`config.mk`:
```
export PLATFORM = sky130hd
export DESIGN_NAME = rta_alarm_logic
export DESIGN_NICKNAME = d
export VERILOG_FILES = /design/src/rta_alarm_logic.v
export VERILOG_INCLUDE_DIRS = /design/src
export SDC_FILE = /design/constraint.sdc
export NUM_CORES = 1
export LEC_CHECK = 0
export BUFFER_PORTS_ARGS = -buffer_cell sky130_fd_sc_hd__clkbuf_2
export CORE_ASPECT_RATIO = 1.5
export CORE_MARGIN = 4
export CORE_UTILIZATION = 40
export CTS_BUF_LIST = sky130_fd_sc_hd__clkbuf_4 sky130_fd_sc_hd__clkbuf_8 sky130_fd_sc_hd__clkbuf_16
export DETAILED_ROUTE_END_ITERATION = 8
export MAX_ROUTING_LAYER = met4
export SYNTH_ARGS = -nofsm -noshare
export SYNTH_HDL_FRONTEND = slang
export SYNTH_SLANG_ARGS = --single-unit
```
`constraint.sdc`:
```
create_clock -name sys_clk -period 3.1 [get_ports sys_clk]
set_input_delay 0 -clock sys_clk [delete_from_list [all_inputs] [get_ports sys_clk]]
set_output_delay 0 -clock sys_clk [all_outputs]
set_load 0.03 [all_outputs]
```
`src/rta_regs.vh`:
```
// register offsets, field positions, reset values and constants of the alarm block
`ifndef RTA_REGS_VH
`define RTA_REGS_VH

`define RTA_ADDR_SEC      4'h1
`define RTA_ADDR_MIN      4'h2
`define RTA_ADDR_HOUR     4'h3
`define RTA_ADDR_DATE     4'h5
`define RTA_ADDR_MONTH    4'h6
`define RTA_ADDR_YEAR     4'h7
`define RTA_ADDR_FCOMP    4'h8
`define RTA_ADDR_WDOG     4'h9
`define RTA_ADDR_AL_MON   4'hA
`define RTA_ADDR_AL_DAY   4'hB
`define RTA_ADDR_AL_HOUR  4'hC
`define RTA_ADDR_AL_MIN   4'hD
`define RTA_ADDR_AL_SEC   4'hE
`define RTA_ADDR_FLAGS    4'hF

`define RTA_BIT_MASK_HI   7
`define RTA_BIT_MASK5     6
`define RTA_BIT_CENT_HI   7
`define RTA_BIT_CENT_LO   6
`define RTA_BIT_OSC_HALT  7
`define RTA_BIT_OUT_LVL   7
`define RTA_BIT_AL_IE     7
`define RTA_BIT_OF_IE     6
`define RTA_BIT_WDF       7
`define RTA_BIT_AF        6
`define RTA_BIT_OF        2

`define RTA_MASK_SEC      8'h7F
`define RTA_MASK_MIN      8'h7F
`define RTA_MASK_HOUR     8'h3F
`define RTA_MASK_DATE     8'h3F
`define RTA_MASK_MONTH    8'h1F
`define RTA_MASK_AL_MON   8'h1F

`define RTA_RST_ZERO      8'h00
`define RTA_RST_ONE       8'h01
`define RTA_RST_FCOMP     8'h80

`define RTA_MAX_SEC       8'h59
`define RTA_MAX_MIN       8'h59
`define RTA_MAX_HOUR      8'h23
`define RTA_MAX_MONTH     8'h12
`define RTA_MAX_YEAR      8'h99
`define RTA_FEBRUARY      8'h02
`define RTA_WDOG_SRC_MAX  3'h4

`define RTA_RPT_SECOND    5'h1F
`define RTA_RPT_MINUTE    5'h1E
`define RTA_RPT_HOUR      5'h1C
`define RTA_RPT_DAY       5'h18
`define RTA_RPT_MONTH     5'h10
`define RTA_RPT_YEAR      5'h00

`endif

```
`src/rta_alarm_logic.v`:
```
// alarm, calendar, century, oscillator-fail and interrupt pin logic of the clock
//
// Summary of operation
// RQ1: alarm settings held at 0Ah through 0Eh
// RQ2: repeat mask bits sit in alarm register tops
// RQ3: mask code selects second to year repeat
// RQ4: undefined mask codes act as every second
// RQ5: match sets alarm flag; pin needs enable
// RQ6: software disables alarm by zeroing day, mask
// RQ7: match deferred while pointer rests on flags
// RQ8: write to second alarm moves pointer to flags
// RQ9: flag read returns, clears flag, releases pin
// RQ10: century bits at month register bits 7, 6
// RQ11: century bits count modulo four
// RQ12: century steps when year wraps 99 to 00
// RQ13: february 29 in every year divisible by four
// RQ14: oscillator fail sticks until written zero
// RQ15: fail set at power-up, low supply, halt bit
// RQ16: stoppage while unpowered still leaves flag set
// RQ17: software waits four seconds before clearing fail
// RQ18: software toggles halt bit to restart oscillator
// RQ19: fail with enable drives pin; read keeps it
// RQ20: no source enabled: pin follows output level bit
// RQ21: pin is open drain, never driven high
// RQ22: zero watchdog register disables watchdog source
// RQ23: flag read also clears watchdog timeout flag
`timescale 1ns/100ps
`include "rta_regs.vh"

module rta_alarm_logic
(
  input  wire       sys_clk,
  input  wire       sys_rst,
  input  wire       osc_tick_pin,
  input  wire       osc_run_pin,
  input  wire       ptr_set,
  input  wire [3:0] ptr_value,
  input  wire       reg_wr,
  input  wire       reg_rd,
  input  wire [7:0] reg_wdata,
  output reg  [7:0] reg_rdata,
  output wire [3:0] reg_ptr,
  input  wire       wdog_timeout,
  output wire       wdog_programmed,
  input  wire       int_n_i,
  output wire       int_n_o,
  output wire       int_n_oe
);

////////////////////////////////////////////////////////////////////////////////
// helpers

function [7:0] bcd_inc;
  input [7:0] v;
  begin
    if (v[3:0] == 4'h9)
      bcd_inc = {v[7:4] + 4'h1, 4'h0};
    else
      bcd_inc = {v[7:4], v[3:0] + 4'h1};
  end
endfunction

// tens digit odd needs ones 2 or 6, even needs 0, 4 or 8
function leap_year;
  input [7:0] y;
  begin
    if (y[4])
      leap_year = (y[3:0] == 4'h2) || (y[3:0] == 4'h6);
    else
      leap_year = (y[3:0] == 4'h0) || (y[3:0] == 4'h4) ||
                  (y[3:0] == 4'h8);
  end
endfunction

function [7:0] month_last;
  input [7:0] m;
  input       is_leap;
  begin
    case (m)
      8'h02:   month_last = is_leap ? 8'h29 : 8'h28;
      8'h04, 8'h06, 8'h09, 8'h11:
               month_last = 8'h30;
      default: month_last = 8'h31;
    endcase
  end
endfunction

// field compare enables {month, date, hour, minute, second}
function [4:0] repeat_fields;
  input [4:0] m;
  begin
    case (m)
      `RTA_RPT_SECOND: repeat_fields = 5'h00;
      `RTA_RPT_MINUTE: repeat_fields = 5'h01;
      `RTA_RPT_HOUR:   repeat_fields = 5'h03;
      `RTA_RPT_DAY:    repeat_fields = 5'h07;
      `RTA_RPT_MONTH:  repeat_fields = 5'h0F;
      `RTA_RPT_YEAR:   repeat_fields = 5'h1F;
      // undefined codes fire every second so a bad setup shows at once
      default:         repeat_fields = 5'h00; // see RQ4
    endcase
  end
endfunction

////////////////////////////////////////////////////////////////////////////////
// pin synchronisers

reg [2:0] tick_sync;
reg [2:0] run_sync;
reg       tick_stable;
reg       run_stable;
wire      tick_rise;

assign tick_rise = (tick_sync[1] == tick_sync[2]) && tick_sync[2] &&
                   !tick_stable;

always @(posedge sys_clk)
begin
  if (sys_rst)
  begin
    tick_sync   <= 3'h0;
    run_sync    <= 3'h0;
    tick_stable <= 1'b0;
    run_stable  <= 1'b0;
  end
  else
  begin
    tick_sync <= {tick_sync[1:0], osc_tick_pin};
    run_sync  <= {run_sync[1:0], osc_run_pin};
    if (tick_sync[1] == tick_sync[2])
      tick_stable <= tick_sync[2];
    if (run_sync[1] == run_sync[2])
      run_stable <= run_sync[2];
  end
end

////////////////////////////////////////////////////////////////////////////////
// registers

reg [7:0] sec;
reg [7:0] min;
reg [7:0] hour;
reg [7:0] date;
reg [7:0] month;
reg [7:0] year;
reg [7:0] fcomp;
reg [7:0] wdog;
reg [7:0] alarm_month_ctrl;
reg [7:0] alarm_day_repeat;
reg [7:0] alarm_hour_repeat;
reg [7:0] alarm_minute_repeat;
reg [7:0] alarm_second_repeat;
reg [3:0] ptr;
reg       alarm_match_flag;
reg       alarm_pending;
reg       osc_fail_flag;
reg       wdog_timeout_flag;
reg       tick_done;

wire       osc_halt_bit;
wire       alarm_irq_enable;
wire       osc_fail_irq_enable;
wire [4:0] repeat_mask;
wire [4:0] fld_en;
wire       leap;
wire       wr_flags;
wire       rd_flags;
wire       alarm_hit;
wire [7:0] flags_val;
wire [7:0] month_inc;

assign osc_halt_bit        = sec[`RTA_BIT_OSC_HALT];
assign alarm_irq_enable    = alarm_month_ctrl[`RTA_BIT_AL_IE];
assign osc_fail_irq_enable = alarm_month_ctrl[`RTA_BIT_OF_IE];
assign repeat_mask = {alarm_day_repeat[`RTA_BIT_MASK5],
                      alarm_day_repeat[`RTA_BIT_MASK_HI],
                      alarm_hour_repeat[`RTA_BIT_MASK_HI],
                      alarm_minute_repeat[`RTA_BIT_MASK_HI],
                      alarm_second_repeat[`RTA_BIT_MASK_HI]}; // see RQ2
assign fld_en = repeat_fields(repeat_mask); // see RQ3
assign leap   = leap_year(year); // see RQ13
assign month_inc = bcd_inc(month & `RTA_MASK_MONTH);
assign reg_ptr  = ptr;
assign wr_flags = reg_wr && !ptr_set && ptr == `RTA_ADDR_FLAGS;
assign rd_flags = reg_rd && !reg_wr && !ptr_set &&
                  ptr == `RTA_ADDR_FLAGS;

// compare on the cycle after the calendar step, against fresh time
assign alarm_hit = tick_done &&
  (!fld_en[0] || (sec & `RTA_MASK_SEC) ==
                 (alarm_second_repeat & `RTA_MASK_SEC)) &&
  (!fld_en[1] || min == (alarm_minute_repeat & `RTA_MASK_MIN)) &&
  (!fld_en[2] || hour == (alarm_hour_repeat & `RTA_MASK_HOUR)) &&
  (!fld_en[3] || date == (alarm_day_repeat & `RTA_MASK_DATE)) &&
  (!fld_en[4] || (month & `RTA_MASK_MONTH) ==
                 (alarm_month_ctrl & `RTA_MASK_AL_MON)); // see RQ1

// a zero register or a reserved clock source leaves the watchdog off
assign wdog_programmed = (wdog != `RTA_RST_ZERO) &&
  ({wdog[7], wdog[1:0]} <= `RTA_WDOG_SRC_MAX); // see RQ22

assign flags_val = ({7'h00, wdog_timeout_flag} << `RTA_BIT_WDF) |
                   ({7'h00, alarm_match_flag} << `RTA_BIT_AF) |
                   ({7'h00, osc_fail_flag} << `RTA_BIT_OF);

////////////////////////////////////////////////////////////////////////////////
// calendar, registers and flags

always @(posedge sys_clk)
begin
  if (sys_rst)
  begin
    sec                 <= `RTA_RST_ZERO;
    min                 <= `RTA_RST_ZERO;
    hour                <= `RTA_RST_ZERO;
    date                <= `RTA_RST_ONE;
    month               <= `RTA_RST_ONE;
    year                <= `RTA_RST_ZERO;
    fcomp               <= `RTA_RST_FCOMP;
    wdog                <= `RTA_RST_ZERO;
    alarm_month_ctrl    <= `RTA_RST_ZERO;
    alarm_day_repeat    <= `RTA_RST_ZERO;
    alarm_hour_repeat   <= `RTA_RST_ZERO;
    alarm_minute_repeat <= `RTA_RST_ZERO;
    alarm_second_repeat <= `RTA_RST_ZERO;
    ptr                 <= 4'h0;
    reg_rdata           <= `RTA_RST_ZERO;
    alarm_match_flag    <= 1'b0;
    alarm_pending       <= 1'b0;
    osc_fail_flag       <= 1'b1; // see RQ15
    wdog_timeout_flag   <= 1'b0;
    tick_done           <= 1'b0;
  end
  else
  begin
    tick_done <= tick_rise && !osc_halt_bit;
    // calendar step; the halt bit freezes time
    if (tick_rise && !osc_halt_bit)
    begin
      if ((sec & `RTA_MASK_SEC) == `RTA_MAX_SEC)
      begin
        sec <= {osc_halt_bit, 7'h00};
        if (min == `RTA_MAX_MIN)
        begin
          min <= `RTA_RST_ZERO;
          if (hour == `RTA_MAX_HOUR)
          begin
            hour <= `RTA_RST_ZERO;
            if (date == month_last(month & `RTA_MASK_MONTH, leap))
            begin
              date <= `RTA_RST_ONE; // see RQ13
              if ((month & `RTA_MASK_MONTH) == `RTA_MAX_MONTH)
              begin
                month[4:0] <= 5'h01;
                if (year == `RTA_MAX_YEAR)
                begin
                  year <= `RTA_RST_ZERO;
                  // century pair wraps from three to zero
                  {month[`RTA_BIT_CENT_HI], month[`RTA_BIT_CENT_LO]} <=
                    {month[`RTA_BIT_CENT_HI], month[`RTA_BIT_CENT_LO]} +
                    2'h1; // see RQ10 see RQ11 see RQ12
                end
                else
                  year <= bcd_inc(year);
              end
              else
                month[4:0] <= month_inc[4:0];
            end
            else
              date <= bcd_inc(date);
          end
          else
            hour <= bcd_inc(hour);
        end
        else
          min <= bcd_inc(min);
      end
      else
        sec <= bcd_inc(sec);
    end

    // alarm event waits while the pointer sits on the flag register
    if (alarm_hit)
      alarm_pending <= 1'b1; // see RQ5 see RQ7
    if (alarm_pending && ptr != `RTA_ADDR_FLAGS)
    begin
      alarm_pending    <= alarm_hit;
      alarm_match_flag <= 1'b1; // see RQ7
    end
    else if (rd_flags)
      alarm_match_flag <= 1'b0; // see RQ9

    // pointer: explicit load beats auto increment
    if (ptr_set)
      ptr <= ptr_value;
    else if (reg_wr || reg_rd)
      ptr <= ptr + 4'h1; // see RQ8

    if (reg_rd && !reg_wr && !ptr_set)
    begin
      case (ptr)
        `RTA_ADDR_SEC:     reg_rdata <= sec;
        `RTA_ADDR_MIN:     reg_rdata <= min;
        `RTA_ADDR_HOUR:    reg_rdata <= hour;
        `RTA_ADDR_DATE:    reg_rdata <= date;
        `RTA_ADDR_MONTH:   reg_rdata <= month;
        `RTA_ADDR_YEAR:    reg_rdata <= year;
        `RTA_ADDR_FCOMP:   reg_rdata <= fcomp;
        `RTA_ADDR_WDOG:    reg_rdata <= wdog;
        `RTA_ADDR_AL_MON:  reg_rdata <= alarm_month_ctrl;
        `RTA_ADDR_AL_DAY:  reg_rdata <= alarm_day_repeat;
        `RTA_ADDR_AL_HOUR: reg_rdata <= alarm_hour_repeat;
        `RTA_ADDR_AL_MIN:  reg_rdata <= alarm_minute_repeat;
        `RTA_ADDR_AL_SEC:  reg_rdata <= alarm_second_repeat;
        `RTA_ADDR_FLAGS:   reg_rdata <= flags_val; // see RQ9
        default:           reg_rdata <= `RTA_RST_ZERO;
      endcase
    end

    // software writes override the calendar step of the same cycle
    if (reg_wr && !ptr_set)
    begin
      case (ptr)
        `RTA_ADDR_SEC:     sec <= reg_wdata;
        `RTA_ADDR_MIN:     min <= reg_wdata & `RTA_MASK_MIN;
        `RTA_ADDR_HOUR:    hour <= reg_wdata & `RTA_MASK_HOUR;
        `RTA_ADDR_DATE:    date <= reg_wdata & `RTA_MASK_DATE;
        `RTA_ADDR_MONTH:   month <= reg_wdata;
        `RTA_ADDR_YEAR:    year <= reg_wdata;
        `RTA_ADDR_FCOMP:   fcomp <= reg_wdata;
        `RTA_ADDR_WDOG:    wdog <= reg_wdata;
        `RTA_ADDR_AL_MON:  alarm_month_ctrl <= reg_wdata;
        `RTA_ADDR_AL_DAY:  alarm_day_repeat <= reg_wdata; // see RQ6
        `RTA_ADDR_AL_HOUR: alarm_hour_repeat <= reg_wdata;
        `RTA_ADDR_AL_MIN:  alarm_minute_repeat <= reg_wdata;
        `RTA_ADDR_AL_SEC:  alarm_second_repeat <= reg_wdata;
        default:           ;
      endcase
    end

    // fail flag: only a written zero clears it, and a live stop wins
    if (wr_flags && !reg_wdata[`RTA_BIT_OF])
      osc_fail_flag <= 1'b0; // see RQ14
    if (!run_stable || osc_halt_bit)
      osc_fail_flag <= 1'b1; // see RQ14 see RQ15 see RQ16

    // timeout flag: cleared by a flag read or a watchdog rewrite
    if (rd_flags ||
        (reg_wr && !ptr_set && ptr == `RTA_ADDR_WDOG))
      wdog_timeout_flag <= 1'b0; // see RQ23
    if (wdog_timeout && wdog_programmed)
      wdog_timeout_flag <= 1'b1;
  end
end

////////////////////////////////////////////////////////////////////////////////
// interrupt pin

wire any_src_on;
wire pull_low;

assign any_src_on = alarm_irq_enable || osc_fail_irq_enable ||
                    wdog_programmed;
// a flag read leaves the fail term alone; only its enable or flag does
assign pull_low = any_src_on ?
  ((alarm_match_flag && alarm_irq_enable) ||            // see RQ5 RQ9
   (osc_fail_flag && osc_fail_irq_enable) ||            // see RQ19
   (wdog_timeout_flag && wdog_programmed)) :
  !fcomp[`RTA_BIT_OUT_LVL];                             // see RQ20

// open drain: the driven level is always low, release is high-z
assign int_n_o  = 1'b0; // see RQ21
assign int_n_oe = pull_low; // see RQ21

endmodule // rta_alarm_logic

```
==> impl_metrics.yaml, run 1 <==
clock_tree:
  clock_latency_ns: 0.42
  cts.sinks: 129
  post-cts-setup-buffer-count: 0
  ctsResizeCount: 0
  h-tree-depth: 4
  clock_path_buffers: 2
  path_clk_slew_ns: 0.06
  cts_buffers: 17
  root_buffer: "clkbuf_16"
  cts_tree: "yes"
sta:
  clock_skew_ns: 0.00754
  timing.fmax_mhz: 388
  tns_ns: 0
  final-setup-viol-count: 0
  rsz0062_at_grt: "false"
  setup_slack_ns: 0.526
  finalCritPeriodShare_pct: 83.0
  slew_violations: 0
  fin_crit_ns: 2.57
  hold_violations: 0
  tightest_slew_ns: 0.840
  relSlewSlack_pct: 44.0
global_route:
  grt_max_degree: 72
  grt_use_met3_pct: 3.84
  grt.met2_usage_pct: 41.4
  antenna_found_initial: 0
  grt_busiest_layer: "met2"
  grt.total_usage_pct: 25.2
  overflow: 0
  grt_pass1_vias: 7104
  grt_pass1_wl_um: 41100
  grtUsageMet1_pct: 29.7
detailed_routing:
  drc: 0
  vias_per_cell: 6.07
  routed_wl_um: 26300
  drt_iter0_markers: 748
  first_pass_iters: 5
  wl_per_cell_um: 20.8
  antenna_left: 0
  routed-via-count: 7681
synthesis:
  synth_top_flop_cell: "dfxtp_1"
  seq_area_frac_synth_pct: 33.5
  synthArstFlopShare_pct: 0
  yosysTopAreaCell: "dfxtp_1"
  synth_warnings: 0
  synth-seq-cells: 129
  ys_types: 75
  yosysTopAreaCellShare_pct: 33.5
  syn_avg_cell_area_um2: 7.80
  synth_edf_count: 0
  syn-num-nets: 1031
  netlist_area_mm2: 0.00772
  netlist_instances: 990
  synth_area_leaders: "dfxtp_1, a21oi_1, nand2_1, nand3_1, nor2_1"
layout:
  nFillCells: 1948
  area_growth_syn_to_layout_pct: 13.4
  diodes: 0
  drive_above_1_share_pct: 10.8
  postLayoutCellArea_mm2: 0.00875
  final_cell_mix: "dfxtp_1, nand2_1, a21oi_1"
  final_common_cell: "dfxtp_1"
  layout.nets: 1039
floorplan:
  start_util_pct: 40.4
  dieHeight_um: 178
  die_w_um: 121
  coreArea_mm2: 0.0191
  row_count: 62
  io_pins: 36
  dieArea_mm2: 0.0216
place:
  globalplace.congestion: 0.929
  post-dp-hpwl_um: 18300
  placed_area_mm2: 0.00810
  io_buffers: 33
  dp_slack_ns: 0.557
worst_setup_path:
  critPathArrivalTime_ns: 2.90
  worstReg2RegEnd: "month[2]"
  slowest_delay_ns: 0.51
  startpoint: "min[0]"
  crit_top_cell: "and3_1"
  cp_slowest_cell: "dfxtp_1"
  critical_path_class: "reg -> reg"
  critical_path.cell_chain: "ha_1 > and3b_1 > and3_1 > and3_1 > nand4_4 > or3_1 > a311oi_1"
  worstPathMaxFanout: 8
  r2r_start: "min[0]"
  crit_path_start_kind: "flop"
  required_ns: 3.43
  reg2reg_setup_slack_ns: 0.53
  reg2reg_depth: 7
  endpoint_kind: "flop"
power_and_ir_drop:
  p_leak_nw: 3.09
  powerDensity_mw_per_mm2: 451
  p_total_w: 0.00395
  peakVddDrop_v: 0.000288
min_path:
  hold_class: "in -> reg"
  hold_start: "reg_wdata[7]"
  min_path_cells: 3
  hold-path-endpoint: "alarm_minute_repeat[7]"
run_status:
  status: "finished clean"
run:
  cap_violations: 0
==> sequential cells by signal, summed over array words and instances (netlist names), 3 cells and up <==
name,cells
alarm_day_repeat,8
alarm_hour_repeat,8
alarm_minute_repeat,8
alarm_month_ctrl,8
alarm_second_repeat,8
date,8
fcomp,8
hour,8
min,8
month,8
reg_rdata,8
sec,8
wdog,8
year,8
reg_ptr,4
run_sync,3
tick_sync,3
==> routing by layer <==
| layer | routed length [um] | share of wire, % | vias to the layer above |
|---|---|---|---|
| li1 | - | - | 3646 |
| met1 | 10300 | 39 | 3649 |
| met2 | 12800 | 49 | 297 |
| met3 | 1620 | 6.1 | 89 |
| met4 | 1560 | 5.9 | 0 |
| met5 | 0 | 0 | - |
==> cell type report <==
cell class | instances | area (um2) | area share, %
Multi-Input combinational cell | 755 | 4700 | 53.8
Sequential cell | 129 | 2580 | 29.5
Clock inverter | 12 | 85.1 | 0.972
Clock buffer | 19 | 453 | 5.18
Tap cell | 256 | 320 | 3.66
Inverter | 25 | 93.8 | 1.07
Timing Repair Buffer | 70 | 510 | 5.83
==> cell families (layout without fill, tap and decap cells) <==
family	Yosys count	after routing	synth area share (%)
compound gates	277	277	23.3
xor+xnor	42	42	4.77
fa+ha+maj	20	20	3.24
buf+inv	106	126	5.58
flops	129	129	33.5
mux	24	24	3.18
other cells	1	1	0.0486
simple gates	391	391	26.4
==> power breakdown <==
group	leakage [nW]	switching (W)	internal (W)
clock	0.257	0.000793	0.00106
sequential	1.04	0.0000434	0.00168
combinational	1.79	0.000247	0.000122
==> critical path, delay by kind of cell (launching register included) <==
kind                       cells  cell delay, ns
DFF                            1            0.51
adders and majority gates      1            0.22
and+or+nand+nor                5            1.48
AOI/OAI and AO/OA              1            0.26
==> through the flow <==
step | cells | hold slack, ns | utilization, %
floorplan | 990 | 0.128 | -
global placement | 1224 | 0.222 | 42.5
finish | 1266 | 0.0415 | 45.9
detailed placement | 1224 | 0.218 | 42.5
CTS | 1266 | 0.00720 | 45.9
global route | 1266 | 0.0318 | 45.9
==> Yosys cell counts (5+ instances only) <==
library cell  count
nor3_1           28
ha_1             20
nand3_1          64
a221oi_1         11
a311oi_1          8
o211ai_1          6
clkbuf_1         60
a22oi_1          27
nor2_1           78
a32oi_1           5
xnor2_1          23
dfxtp_1         129
buf_2             8
inv_1            25
and2_1            8
and3_1           16
o21ai_0          51
nor2b_1          18
nor3b_1           7
o21ai_1           6
a31oi_1           9
buf_1             8
a211oi_1         21
nand2b_1          6
nand2_1         102
xor2_1           19
mux2i_1          20
nor4_1            8
nand4_1          14
a21oi_1          93
==> what timing repair did <==
item / in CTS / in global routing
hold endpoints to repair: 7 / 0
hold buffers: 11 / 0
endpoints found under the setup margin: 0 / 0
==> worst max path at each step <==
stage                    end  cells after the start  slack, ns
floorplan           month[2]                      9       0.92
global placement    month[7]                      6       0.59
detailed placement  month[7]                      6       0.56
CTS                 month[2]                      7       0.53
global route        month[2]                      6       0.36
finish              month[2]                      7       0.53
Power figures use the tool's default switching activity.
==> run 2: changes to the inputs <==
==> constraint.sdc (replaced) <==
create_clock -name sys_clk -period 2.65 [get_ports sys_clk]
set_input_delay 0 -clock sys_clk [delete_from_list [all_inputs] [get_ports sys_clk]]
set_output_delay 0 -clock sys_clk [all_outputs]
set_load 0.03 [all_outputs]
==> run 2 against run 1 <==
Hold slack worse by 0.013 ns. Cell area grew 3.3%. Count of clock-buffer cells in the layout is 4 higher.
==> impl_metrics.yaml, run 2 (synthesis results as in run 1) <==
run_status:
  status: "finished clean"
run:
  cap_violations: 0
place:
  io_buffers: 33
  globalplace.congestion: 0.993
  post-dp-hpwl_um: 19400
  place_inst: 1255
  dp_slack_ns: 0.209
clock_tree:
  cts.sinks: 129
  h-tree-depth: 4
  ctsResizeCount: 0
  path_clk_slew_ns: 0.06
  post-cts-setup-buffer-count: 0
  cts_buffers: 17
  root_buffer: "clkbuf_16"
  clock_latency_ns: 0.43
  clock_path_buffers: 2
  cts_tree: "yes"
worst_setup_path:
  startpoint: "year[4]"
  reg2reg_depth: 8
  reg2reg_setup_slack_ns: 0.15
  r2r_start: "year[4]"
  slowest_delay_ns: 0.60
  endpoint_kind: "flop"
  crit_path_end: "month[7]"
  worstReg2RegEnd: "month[7]"
  worstPathMaxFanout: 8
  cp_slowest_cell: "dfxtp_1"
  crit_path_start_kind: "flop"
  critical_path.cell_chain: "ha_1 > nand3b_1 > nor4_1 > nand4_1 > nor4_2 > buf_4 > mux2i_1 > o22ai_1"
  critPathArrivalTime_ns: 2.78
  critical_path_class: "reg -> reg"
  required_ns: 2.93
layout:
  fin_cells: 1299
  seq_area_mm2: 0.00258
  multi_input_area_mm2: 0.00470
  layout.nets: 1071
  final_common_cell: "dfxtp_1"
  area_growth_syn_to_layout_pct: 17.1
  diodes: 0
  nFillCells: 1979
  final_cell_mix: "dfxtp_1, nand2_1, a21oi_1"
  drive_above_1_share_pct: 13.5
sta:
  setup_slack_ns: 0.154
  tns_ns: 0
  timing.fmax_mhz: 401
  relSlewSlack_pct: 48.6
  tightest_slew_ns: 0.770
  clock_skew_ns: 0.0102
  finalCritPeriodShare_pct: 94.2
  rsz0062_at_grt: "false"
  hold_violations: 0
  final-setup-viol-count: 0
  whs_ns: 0.0290
  fin_crit_ns: 2.50
  slew_violations: 0
global_route:
  antenna_found_initial: 0
  grt_pass1_wl_um: 42700
  overflow: 0
  grt_pass1_vias: 7358
  grt.total_usage_pct: 26.6
  grt_max_degree: 68
floorplan:
  dieHeight_um: 178
  die_w_um: 121
  start_util_pct: 40.4
  dieArea_mm2: 0.0216
  row_count: 62
  io_pins: 36
  coreArea_mm2: 0.0191
detailed_routing:
  first_pass_iters: 5
  wl_per_cell_um: 21.2
  drt_iter0_markers: 683
  drc: 0
  routed-via-count: 7728
  vias_per_cell: 5.95
  antenna_left: 0
  routed_wl_um: 27500
power_and_ir_drop:
  peakVddDrop_v: 0.000405
  p_leak_nw: 3.27
  powerDensity_mw_per_mm2: 531
min_path:
  hold_class: "in -> reg"
run 2: power breakdown:
group          switching, W  total (W)  leakage [nW]  internal (W)
sequential        0.0000352    0.00200          1.04       0.00197
combinational      0.000314   0.000473          1.95      0.000160
clock              0.000906    0.00232         0.280       0.00142
run 2: what timing repair did:
action | in CTS | in global routing
hold buffers | 12 | 0
setup endpoints to repair | 0 | 0
endpoints found under the hold margin | 11 | 0
run 2: routing by layer:
metal	global-route usage, %	vias up	routed length, um
li1	-	3693	-
met1	30.4	3679	10700
met2	43.8	263	13600
met3	4.38	93	1490
met4	15.5	0	1660
met5	-	-	0
run 2: worst max-delay path, delay by kind of cell (launching register included):
kind | cells | cell delay, ns
and+or+nand+nor | 4 | 1.03
DFF | 1 | 0.60
adders and majority gates | 1 | 0.25
buffers and inverters | 1 | 0.19
muxes | 1 | 0.18
AOI/OAI and AO/OA | 1 | 0.10
run 2: cell type report:
class | count | area share, %
Timing Repair Buffer | 102 | 8.33
Clock inverter | 9 | 0.886
Tap cell | 256 | 3.54
Multi-Input combinational cell | 755 | 52.1
Inverter | 25 | 1.04
Clock buffer | 23 | 5.55
Sequential cell | 129 | 28.6
run 2: worst min path at each step:
| stage | from | to | depth (start not counted) |
|---|---|---|---|
| after floorplan | osc_run_pin | run_sync[0] | 1 |
| after global placement | osc_tick_pin | tick_sync[0] | 2 |
| after detailed placement | osc_tick_pin | tick_sync[0] | 2 |
| after CTS | reg_wdata[7] | alarm_minute_repeat[7] | 3 |
| after global routing | reg_wdata[7] | alarm_second_repeat[7] | 3 |
| final | reg_wdata[7] | alarm_minute_repeat[7] | 3 |
run 2: through the flow:
step	util, %	total power [W]	area (um2)
final	47.4	0.00480	9040
after global routing	47.4	0.00494	9040
after CTS	47.4	0.00482	9040
after detailed placement	43.7	0.00249	8340
after global placement	43.7	0.00249	8340
after floorplan	-	0.00231	7720
==> run 3: changes to the inputs <==
--- a/config.mk
+++ b/config.mk
@@ -7,12 +7,10 @@
 export NUM_CORES = 1
 export LEC_CHECK = 0
 export BUFFER_PORTS_ARGS = -buffer_cell sky130_fd_sc_hd__clkbuf_2
-export CORE_ASPECT_RATIO = 1.5
 export CORE_MARGIN = 4
 export CORE_UTILIZATION = 40
 export CTS_BUF_LIST = sky130_fd_sc_hd__clkbuf_4 sky130_fd_sc_hd__clkbuf_8 sky130_fd_sc_hd__clkbuf_16
 export DETAILED_ROUTE_END_ITERATION = 8
-export MAX_ROUTING_LAYER = met4
 export SYNTH_ARGS = -nofsm -noshare
 export SYNTH_HDL_FRONTEND = slang
 export SYNTH_SLANG_ARGS = --single-unit
==> run 3 against run 2 <==
First-iteration DRC count is 20% higher. Sequential share of layout area grew 0.28 points. Sequential power is essentially flat. Final cell count decreased by 1.0%. Hold slack better by 0.012 ns. Setup slack got worse by 0.054 ns. Global-route usage decreased by 2.4 points. Clock power increased by 6%. Core utilization grew 0.17 points. Non-clock buffer count down 16. Register-to-register slack lost 0.05 ns. Critical path type unchanged. Die area is 0.21% lower.
==> impl_metrics.yaml, run 3 (synthesis results as in run 1) <==
layout:
  final_util_pct: 47.5
  postLayoutCellArea_mm2: 0.00895
  final_cell_mix: "dfxtp_1, nand2_1, a21oi_1"
  layout.nets: 1055
  area_growth_syn_to_layout_pct: 16.0
  final_common_cell: "dfxtp_1"
  drive_above_1_share_pct: 12.3
  fin_cells: 1286
  diodes: 0
sta:
  finalCritPeriodShare_pct: 96.2
  clock_skew_ns: 0.00731
  hold_violations: 0
  slew_violations: 0
  tns_ns: 0
  fin_crit_ns: 2.55
  rsz0062_at_grt: "false"
  relSlewSlack_pct: 36.3
  setup_slack_ns: 0.0996
  tightest_slew_ns: 0.952
  timing.fmax_mhz: 392
  final-setup-viol-count: 0
clock_tree:
  post-cts-setup-buffer-count: 0
  cts.sinks: 129
  clock_path_buffers: 2
  clock_latency_ns: 0.43
  cts_tree: "yes"
  root_buffer: "clkbuf_16"
  h-tree-depth: 4
  cts_buffers: 17
  path_clk_slew_ns: 0.06
floorplan:
  dieHeight_um: 147
  dieArea_mm2: 0.0216
  row_count: 50
  coreArea_mm2: 0.0188
  die_w_um: 147
  start_util_pct: 41.0
  io_pins: 36
worst_setup_path:
  reg2reg_setup_slack_ns: 0.1
  slowest_delay_ns: 0.74
  reg2reg_depth: 5
  cp_slowest_cell: "nor2_1"
  crit_path_start_kind: "flop"
  path_buf_inv: 1
  crit_top_cell: "nor2_1"
  required_ns: 2.94
  worstReg2RegEnd: "min[3]"
  endpoint_kind: "flop"
  critical_path_class: "reg -> reg"
  critical_path.cell_chain: "buf_4 > nor2_1 > nand3_1 > o21ai_0 > nor2_1"
  worstPathMaxFanout: 19
  cp_top_family: "simple AND/OR/NAND/NOR gates"
  r2r_start: "reg_ptr[3]"
  critPathArrivalTime_ns: 2.84
place:
  place_inst: 1244
  globalplace.congestion: 0.910
  dp_slack_ns: 0.219
  post-dp-hpwl_um: 18000
  io_buffers: 33
  placed_area_mm2: 0.00823
detailed_routing:
  vias_per_cell: 6.01
  antenna_left: 0
  wl_per_cell_um: 20.6
  first_pass_iters: 6
  drt_iter0_markers: 823
  drc: 0
  routed_wl_um: 26500
  routed-via-count: 7724
min_path:
  hold_start: "reg_wdata[7]"
  hold-path-endpoint: "alarm_second_repeat[7]"
  min_path_cells: 3
  hold_class: "in -> reg"
global_route:
  grt_max_degree: 66
  overflow: 0
  grt_pass1_vias: 6887
  grt_pass1_wl_um: 40900
  antenna_found_initial: 0
  grt.total_usage_pct: 24.3
power_and_ir_drop:
  powerDensity_mw_per_mm2: 552
  pwr-share-clk_pct: 50.1
  internal_power_w: 0.00361
  swShare_pct: 26.9
  pwr-share-comb_pct: 9.4
  p_switching_w: 0.00133
  seq_power_share_pct: 40.5
  peakVddDrop_v: 0.000440
  p_leak_nw: 3.21
run_status:
  status: "finished clean"
run:
  cap_violations: 0
## run 3: cell types whose count changed in the layout (fill, tap and decap cells not counted), moves of 2 or more
cell        delta
buf_4         -15
clkbuf_8       -5
clkinv_4       +5
clkinvlp_4     -4
inv_6          +3
bufinv_16      +2
clkinv_2       -2
## run 3: worst max-delay path by stage
stage / to / cells past startpoint / from / slack [ns]
floorplan: month[2] / 9 / sec[4] / 0.47
global placement: month[2] / 8 / min[1] / 0.26
detailed placement: sec[6] / 5 / reg_ptr[3] / 0.22
CTS: sec[6] / 5 / reg_ptr[3] / 0.20
global route: min[3] / 5 / reg_ptr[3] / 0.01
finish: min[3] / 5 / reg_ptr[3] / 0.1
## run 3: timing repair
item | CTS | global route
hold endpoints to repair | 7 | 0
hold buffers | 11 | 0
gates resized for setup | 0 | 1
setup endpoints to repair | 0 | 2
## run 3: worst min-delay path, stage by stage
cell and delay [ns]:
clkbuf_2 0.24, nand2_1 0.12, a21oi_1 0.06
## run 3: routing by layer
metal,GRT usage (%),share of wire (%)
met1,34.0,44
met2,36.1,44
met3,5.31,8.5
met4,10.3,3.7
met5,0,0
## run 3: per-stage QoR
step / power (W) / hold slack (ns)
after detailed placement: 0.00248 / 0.222
after global placement: 0.00248 / 0.218
after CTS: 0.00496 / 0.0175
after floorplan: 0.00231 / 0.128
final: 0.00494 / 0.0406
after global routing: 0.00508 / 0.0647
## run 3: final cells by class
type                    instances  area [um2]
multi-input cells             755        4710
clock buffers                  17         425
inverters                      25        93.8
clock inverters                14         181
well taps                     260         325
fillers                      1886        9880
repair buffers                 86         631
flip-flops and latches        129        2580
## run 3: power by group through the flow
stage | Combinational (W) | Clock (W) | Sequential [W]
floorplan | 0.000266 | 0 | 0.00204
global placement | 0.000434 | 0 | 0.00204
detailed placement | 0.000434 | 0 | 0.00204
CTS | 0.000451 | 0.00251 | 0.00200
global route | 0.000497 | 0.00258 | 0.00201
finish | 0.000463 | 0.00247 | 0.00200
